## src/logic/pawp_pkg.sv

```systemverilog
// package for the asynchronous write port of a pseudo-static ram
// assumes a single 200 mhz clock shared by both ends
package pawp_pkg;
   // ==========================================
   // widths
   localparam int ADDR_W = 8;
   localparam int DATA_W = 16;
   localparam int DEPTH = 256;
   localparam int CNT_W = 8;
   // ==========================================
   // timing
   localparam int CLK_PERIOD_PS = 5000;
   localparam int WRITE_PULSE_LONG_NS = 70;
   localparam int WRITE_PULSE_LONG_CYC = (WRITE_PULSE_LONG_NS * 1000 + CLK_PERIOD_PS - 1)
      / CLK_PERIOD_PS;
   localparam int WRITE_PULSE_SHORT_CYC = 2;
   localparam int BACK_TO_BACK_LIMIT = 50;
   localparam int WRITE_HIGH_CYC = 1;
   localparam int SETUP_CYC = 1;
   localparam logic [CNT_W-1:0] CNT_ZERO = 8'h00;
   localparam logic [DATA_W-1:0] DATA_ZERO = 16'h0000;
   localparam logic [ADDR_W-1:0] ADDR_ZERO = 8'h00;
   typedef enum logic [1:0] {
      HST_IDLE = 2'b00,
      HST_SETUP = 2'b01,
      HST_PULSE = 2'b11,
      HST_RECOVER = 2'b10
   } pawp_host_state_t;
endpackage

```

## src/logic/pawp_if.sv

```systemverilog
// pin bundle between host controller and ram device
// assumes both ends run on one clock; data bus is host driven only
`timescale 1ns/1ps
`default_nettype none
interface pawp_if;
   import pawp_pkg::*;
   logic chip_select_n;
   logic write_strobe_n;
   logic upper_byte_enable_n;
   logic lower_byte_enable_n;
   logic output_enable_n;
   logic mode_register_set_pin_n;
   logic address_valid_strobe_n;
   logic burst_clock;
   logic [ADDR_W-1:0] address;
   logic [DATA_W-1:0] data_out;
   logic data_oe;
   logic wait_out_n;
   logic wait_oe;
   modport host (
      output chip_select_n, write_strobe_n, upper_byte_enable_n, lower_byte_enable_n,
      output output_enable_n, mode_register_set_pin_n, address_valid_strobe_n,
      output burst_clock, address, data_out, data_oe,
      input wait_out_n, wait_oe
   );
   modport device (
      input chip_select_n, write_strobe_n, upper_byte_enable_n, lower_byte_enable_n,
      input output_enable_n, mode_register_set_pin_n, address_valid_strobe_n,
      input burst_clock, address, data_out, data_oe,
      output wait_out_n, wait_oe
   );
endinterface
`default_nettype wire

```

## src/logic/pawp_host.sv

```systemverilog
// host controller end: issues asynchronous strobe-controlled word/byte writes
// assumes the device samples pins on the same clock
`timescale 1ns/1ps
`default_nettype none
module pawp_host (
   input wire logic clock,
   input wire logic nrst,
   pawp_if.host pins,
   input wire logic req_valid,
   input wire logic [pawp_pkg::ADDR_W-1:0] req_addr,
   input wire logic [pawp_pkg::DATA_W-1:0] req_data,
   input wire logic [1:0] req_lanes,
   output logic req_ready
);
   import pawp_pkg::*;
   // ==========================================
   // write sequencer
   pawp_host_state_t st_q, st_d;
   logic [CNT_W-1:0] tmr_q, tmr_d, run_q, run_d;
   logic cs_q, cs_d, we_q, we_d, rdy_q, rdy_d;
   logic [1:0] be_q, be_d;
   logic [ADDR_W-1:0] a_q, a_d;
   logic [DATA_W-1:0] dq_q, dq_d;
   logic [CNT_W-1:0] pulse_len;
   always_comb begin
      st_d = st_q;
      tmr_d = tmr_q;
      run_d = run_q;
      cs_d = cs_q;
      we_d = we_q;
      be_d = be_q;
      a_d = a_q;
      dq_d = dq_q;
      rdy_d = 1'b0;
      // long runs need the stretched pulse; short strobe-high keeps clock ignored
      pulse_len = (run_q >= CNT_W'(BACK_TO_BACK_LIMIT)) ? CNT_W'(WRITE_PULSE_LONG_CYC)
         : CNT_W'(WRITE_PULSE_SHORT_CYC);
      unique case (st_q)
         HST_IDLE: begin
            rdy_d = !req_valid;
            if (req_valid && req_lanes != 2'b00) begin
               a_d = req_addr;
               dq_d = req_data;
               be_d = req_lanes;
               cs_d = 1'b1;
               tmr_d = CNT_W'(SETUP_CYC);
               st_d = HST_SETUP;
            end else if (!req_valid) begin
               run_d = CNT_ZERO;
               cs_d = 1'b0;
            end
         end
         HST_SETUP: begin
            if (tmr_q <= 8'h01) begin
               we_d = 1'b1;
               tmr_d = pulse_len;
               st_d = HST_PULSE;
            end else begin
               tmr_d = tmr_q - 8'h01;
            end
         end
         HST_PULSE: begin
            if (tmr_q <= 8'h01) begin
               we_d = 1'b0;
               tmr_d = CNT_W'(WRITE_HIGH_CYC);
               if (run_q != 8'hFF) begin
                  run_d = run_q + 8'h01;
               end
               st_d = HST_RECOVER;
            end else begin
               tmr_d = tmr_q - 8'h01;
            end
         end
         HST_RECOVER: begin
            // address and data held two cycles past the strobe rise; byte enables drop after one
            be_d = 2'b00;
            rdy_d = 1'b1;
            st_d = HST_IDLE;
         end
      endcase
   end
   always_ff @(posedge clock) begin
      if (!nrst) begin
         st_q <= HST_IDLE;
         tmr_q <= CNT_ZERO;
         run_q <= CNT_ZERO;
         cs_q <= 1'b0;
         we_q <= 1'b0;
         be_q <= 2'b00;
         a_q <= ADDR_ZERO;
         dq_q <= DATA_ZERO;
         rdy_q <= 1'b0;
      end else begin
         st_q <= st_d;
         tmr_q <= tmr_d;
         run_q <= run_d;
         cs_q <= cs_d;
         we_q <= we_d;
         be_q <= be_d;
         a_q <= a_d;
         dq_q <= dq_d;
         rdy_q <= rdy_d;
      end
   end
   // ==========================================
   // pins; mode pin and output enable held high
   assign pins.chip_select_n = !cs_q;
   assign pins.write_strobe_n = !we_q;
   assign pins.upper_byte_enable_n = !be_q[1];
   assign pins.lower_byte_enable_n = !be_q[0];
   assign pins.output_enable_n = 1'b1;
   assign pins.mode_register_set_pin_n = 1'b1;
   assign pins.address_valid_strobe_n = 1'b1;
   assign pins.burst_clock = 1'b0;
   assign pins.address = a_q;
   assign pins.data_out = dq_q;
   assign pins.data_oe = cs_q;
   assign req_ready = rdy_q;
endmodule
`default_nettype wire

```

## src/flat_wrapper.sv

```systemverilog
// flat-port wrapper written by rule: the top's interface ports become plain ports
module pawp_host_flat import pawp_pkg::*;
  (clock, nrst, req_valid, req_addr, req_data, req_lanes, req_ready, pins_chip_select_n, pins_write_strobe_n, pins_upper_byte_enable_n, pins_lower_byte_enable_n, pins_output_enable_n, pins_mode_register_set_pin_n, pins_address_valid_strobe_n, pins_burst_clock, pins_address, pins_data_out, pins_data_oe, pins_wait_out_n, pins_wait_oe);
  pawp_if pins_i ();
  input wire logic clock;
  input wire logic nrst;
  input wire logic req_valid;
  input wire logic [pawp_pkg::ADDR_W-1:0] req_addr;
  input wire logic [pawp_pkg::DATA_W-1:0] req_data;
  input wire logic [1:0] req_lanes;
  output logic req_ready;
  output wire logic [$bits(pins_i.chip_select_n)-1:0] pins_chip_select_n;
  output wire logic [$bits(pins_i.write_strobe_n)-1:0] pins_write_strobe_n;
  output wire logic [$bits(pins_i.upper_byte_enable_n)-1:0] pins_upper_byte_enable_n;
  output wire logic [$bits(pins_i.lower_byte_enable_n)-1:0] pins_lower_byte_enable_n;
  output wire logic [$bits(pins_i.output_enable_n)-1:0] pins_output_enable_n;
  output wire logic [$bits(pins_i.mode_register_set_pin_n)-1:0] pins_mode_register_set_pin_n;
  output wire logic [$bits(pins_i.address_valid_strobe_n)-1:0] pins_address_valid_strobe_n;
  output wire logic [$bits(pins_i.burst_clock)-1:0] pins_burst_clock;
  output wire logic [$bits(pins_i.address)-1:0] pins_address;
  output wire logic [$bits(pins_i.data_out)-1:0] pins_data_out;
  output wire logic [$bits(pins_i.data_oe)-1:0] pins_data_oe;
  input wire logic [$bits(pins_i.wait_out_n)-1:0] pins_wait_out_n;
  input wire logic [$bits(pins_i.wait_oe)-1:0] pins_wait_oe;
  assign pins_chip_select_n = pins_i.chip_select_n;
  assign pins_write_strobe_n = pins_i.write_strobe_n;
  assign pins_upper_byte_enable_n = pins_i.upper_byte_enable_n;
  assign pins_lower_byte_enable_n = pins_i.lower_byte_enable_n;
  assign pins_output_enable_n = pins_i.output_enable_n;
  assign pins_mode_register_set_pin_n = pins_i.mode_register_set_pin_n;
  assign pins_address_valid_strobe_n = pins_i.address_valid_strobe_n;
  assign pins_burst_clock = pins_i.burst_clock;
  assign pins_address = pins_i.address;
  assign pins_data_out = pins_i.data_out;
  assign pins_data_oe = pins_i.data_oe;
  assign pins_i.wait_out_n = pins_wait_out_n;
  assign pins_i.wait_oe = pins_wait_oe;
  pawp_host u_core (.clock(clock), .nrst(nrst), .pins(pins_i), .req_valid(req_valid), .req_addr(req_addr), .req_data(req_data), .req_lanes(req_lanes), .req_ready(req_ready));
endmodule
```

## config.mk

```make
export PLATFORM = sky130hd
export DESIGN_NAME = pawp_host_flat
export DESIGN_NICKNAME = d
export VERILOG_FILES = /design/src/logic/pawp_pkg.sv /design/src/logic/pawp_if.sv /design/src/logic/pawp_host.sv /design/src/flat_wrapper.sv
export SDC_FILE = /design/constraint.sdc
export NUM_CORES = 1
export LEC_CHECK = 0
export ABC_AREA = 1
export BUFFER_PORTS_ARGS = -buffer_cell sky130_fd_sc_hd__buf_4
export CAP_MARGIN = 20
export CORE_MARGIN = 5
export CORE_UTILIZATION = 51
export CTS_CLUSTER_DIAMETER = 50
export DETAILED_ROUTE_END_ITERATION = 8
export GPL_ROUTABILITY_DRIVEN = 0
export HOLD_SLACK_MARGIN = 0.03
export PLACE_DENSITY = 0.89
export SLEW_MARGIN = 20
export SYNTH_ARGS = -nofsm -noshare
export SYNTH_HDL_FRONTEND = slang
export SYNTH_SLANG_ARGS = --single-unit
```

## constraint.sdc

```tcl
create_clock -name clock -period 1.95 [get_ports clock]
set_input_delay 0.0975 -clock clock [delete_from_list [all_inputs] [get_ports clock]]
set_output_delay 0.0975 -clock clock [all_outputs]
set_load 0.005 [all_outputs]
```

==> summary.txt <==
GRT
  • Vias in the first global route: 2315
  • First-pass GRT wire length: 10830 um
  • Tot GR Track Use: 24.80%
  • Initial antenna violation count: 0
  • Pin count of the biggest net entering global routing: 31
  • Grt total ovfl: 0

Clocking
  • PostCTS Resize Cnt: 0
  • H-tree Lvls: 2
  • Clock Latency Late Sink: 0.31 ns
  • Clk buf depth: 2
  • Post-CTS Repair Setup Buffers: 0
  • CTS buffer count: 5
  • Root Buffer Master: clkbuf_8
  • Clock slew at reported path FFs: 0.09 ns
  • Clock sinks: 47
  • CTS tree: built

Yosys
  • Synth Register Bits: 47
  • Yosys synthesis warning count: 0
  • Distinct cells, synth: 30
  • Mapped Area: 2202 um2
  • Largest family of logic cells by synthesized area: simple AND/OR/NAND/NOR gates
  • Synthesized instance count: 309
  • Post-synthesis compound-gate area fraction: 13.41%
  • Mean post-synth cell area: 7.127 um2
  • Xor/xnor share of the synthesized area: 1.591%
  • Simple-gate portion of the synthesized area: 31.42%
  • Fraction of the mapped netlist area in adder cells: 2.273%
  • Post-synthesis sequential area ratio: 42.73%
  • Mux share of post-synthesis cell area: 0%

Worst setup path
  • Setup slack, reg-to-reg: 0.26 ns
  • Largest delay share family, worst path: simple AND/OR/NAND/NOR gates
  • Critical path type: flip-flop to flip-flop
  • Worst Path Buf+Inv: 2
  • CP Capture Type: flip-flop
  • Most used cell, CP: nor2_1
  • Worst-path maximum fanout: 6
  • Startpoint types: flip-flop
  • Required @ worst endpoint: 2.16 ns
  • Reg-to-reg critical path endpoint: u_core.tmr_q[0]
  • Worst R2R Start: u_core.tmr_q[0]
  • Critical-path top delay cell: dfxtp_1
  • Max incr delay on CP: 0.38 ns
  • Worst Path Arrival: 1.90 ns
  • R2R depth: 10
  • Critical path cell sequence: inv_1 > ha_1 > inv_1 > nand2_1 > nand2_2 > nor2_4 > nor2_1 > nor2_1 > a21oi_1 > nor2_1

Floorplan
  • Die height: 75.71 um
  • Initial Util: 53.89%
  • Die area: 5732 um2
  • Top Ports: 65
  • Die Wd: 75.71 um
  • Core area: 4086 um2
  • Core Rows: 23

Layout
  • Commonest non-fill, non-tap cell in the layout: nor2_1
  • P&R area growth vs syn: 32.05%
  • Final-stage net count: 416
  • Most frequent cells in the layout: nor2_1, buf_4, nand2_1, dfxtp_1, o21ai_0
  • Share of cells above drive strength 1: 23.88%
  • Ant. Diodes: 0

Timing
  • Endpoints failing hold: 0
  • Fin worst setup slack: 0.2630 ns
  • Slew Limit Fails: 0
  • Peak Freq: 592.8 MHz
  • RSZ-0062 raised after global routing: no
  • Post-layout min period: 1.687 ns
  • Worst hold-check slack: 0.03541 ns
  • TNS Setup: 0 ns
  • Final setup skew: 0.01021 ns
  • Setup violators final: 0
  • Period utilization: 86.51%

Power
  • Internal Power: 2.288 mW
  • Leak: 1.341 nW
  • Power share of the sequential group: 36.2%
  • Net Sw Frac: 41.64%
  • Clock share of power: 18.1%
  • VDD IR max: 0.6448 mV
  • Pwr/cell area: 1348 nW/um2
  • Combinational Power Share: 45.8%
  • P_sw: 1.633 mW

Detailed routing
  • Total Wirelength: 6504 um
  • DR vias: 2302
  • Routed WL per cell: 15.09 um
  • Drt initial violations: 92
  • Post-route DRC violation count: 0
  • First-pass DRT Iterations: 5
  • Via density: 5.341
  • ANT nets after route: 0

Min path
  • Worst hold path type: input port to flip-flop
  • Worst hold path cell count: 3
  • Worst Hold End: u_core.pins.data_out[8]
  • HP Start: req_data[8]

Place
  • PortBufs: 58
  • Place WS: 0.2843 ns
  • Post-DP HPWL: 3736 um

Outcome
  • Status: finished clean

Job
  • Count of max-cap constraint violations: 0
==> Yosys cell counts (all sizes together) <==
library cell,instances,area (um2)
clkbuf,4,15.01
dfxtp,47,940.9
o21bai,3,22.52
nor3b,1,7.510
nand4,2,18.77
nor2,77,309.0
nor3,2,10.01
o21ai,29,148.9
conb,2,7.510
xor2,4,35.03
ha,4,50.05
inv,26,105.1
a21oi,21,123.9
clkinv,2,8.750
buf,8,52.55
nand3,16,80.08
or2,1,6.260
nand2,60,260.3
==> metal layers <==
| layer | up-vias | track usage, % | wire, um |
|---|---|---|---|
| li1 | 1112 | - | - |
| met4 | 0 | 10.49 | 238 |
| met2 | 116 | 39.50 | 2921 |
| met1 | 1050 | 29.71 | 2620 |
| met5 | - | 0 | 0 |
| met3 | 24 | 9.894 | 723 |
==> how the worst max path moves through the flow <==
stage,from,end,slack [ns],cells past startpoint
3_5_place_dp,u_core.tmr_q[0],u_core.tmr_q[0],0.28,10
3_3_place_gp,u_core.tmr_q[0],u_core.tmr_q[0],0.34,10
4_1_cts,u_core.run_q[1],u_core.run_q[6],0.26,8
2_1_floorplan,u_core.run_q[1],u_core.run_q[6],0.50,8
6_report,u_core.tmr_q[0],u_core.tmr_q[0],0.26,10
5_1_grt,u_core.tmr_q[0],u_core.tmr_q[0],0.10,10
==> power groups by stage <==
| stage | Combinational, mW | Sequential, mW | Clock, mW |
|---|---|---|---|
| 5_1_grt | 2.03 | 1.44 | 0.746 |
| 3_5_place_dp | 1.71 | 1.41 | 0 |
| 3_3_place_gp | 1.66 | 1.41 | 0 |
| 4_1_cts | 1.75 | 1.40 | 0.703 |
| 2_1_floorplan | 1.21 | 1.39 | 0 |
| 6_report | 1.80 | 1.42 | 0.708 |
==> timing repair <==
| item | 4_1_cts | 5_1_grt |
|---|---|---|
| endpoints found under the setup margin | 0 | 0 |
| hold endpoints to repair | 15 | 0 |
| hold buffers | 15 | 0 |
==> final cells by class <==
type / instances / area [um2]
clock buffer: 6 / 72.57
clock inverter: 1 / 30.03
fill: 287 / 1179
inverter: 28 / 113.9
multi-input combinational: 224 / 1087
sequential: 47 / 940.9
tap: 50 / 62.56
timing repair buffer: 75 / 600.6
==> registers in the layout, indices dropped and copies added, names as in the netlist <==
register,flops
u_core.be_q,2
u_core.tmr_q,8
u_core.pins.data_oe,1
u_core.pins.address,8
u_core.pins.data_out,16
u_core.run_q,8
u_core.st_q,2
u_core.we_q,1
u_core.req_ready,1
==> worst reg2reg max path: stages, from the launching register on <==
cell and delay [ns]:
dfxtp_1 0.38, inv_1 0.09, ha_1 0.26, inv_1 0.08, nand2_1 0.06, nand2_2 0.07
nor2_4 0.05, nor2_1 0.31, nor2_1 0.10, a21oi_1 0.13, nor2_1 0.05
==> per-stage QoR <==
stage	power (mW)	instances	utilization, %	area [um2]
5_1_grt	4.221	431	71.16	2908
3_5_place_dp	3.122	409	64.97	2655
4_1_cts	3.847	431	71.16	2908
6_report	3.921	431	71.16	2908
3_3_place_gp	3.065	409	64.97	2655
2_1_floorplan	2.600	311	-	2210
==> kinds of logic after synthesis <==
| group | Yosys count |
|---|---|
| AND/OR/NAND/NOR | 159 |
| AO/OA/AOI/OAI | 53 |
| flip-flops | 47 |
| buffers and inverters | 40 |
| XOR/XNOR | 4 |
| adder cells (fa/ha/maj) | 4 |
| other | 2 |
No activity file was read; power rests on OpenSTA's default activity.
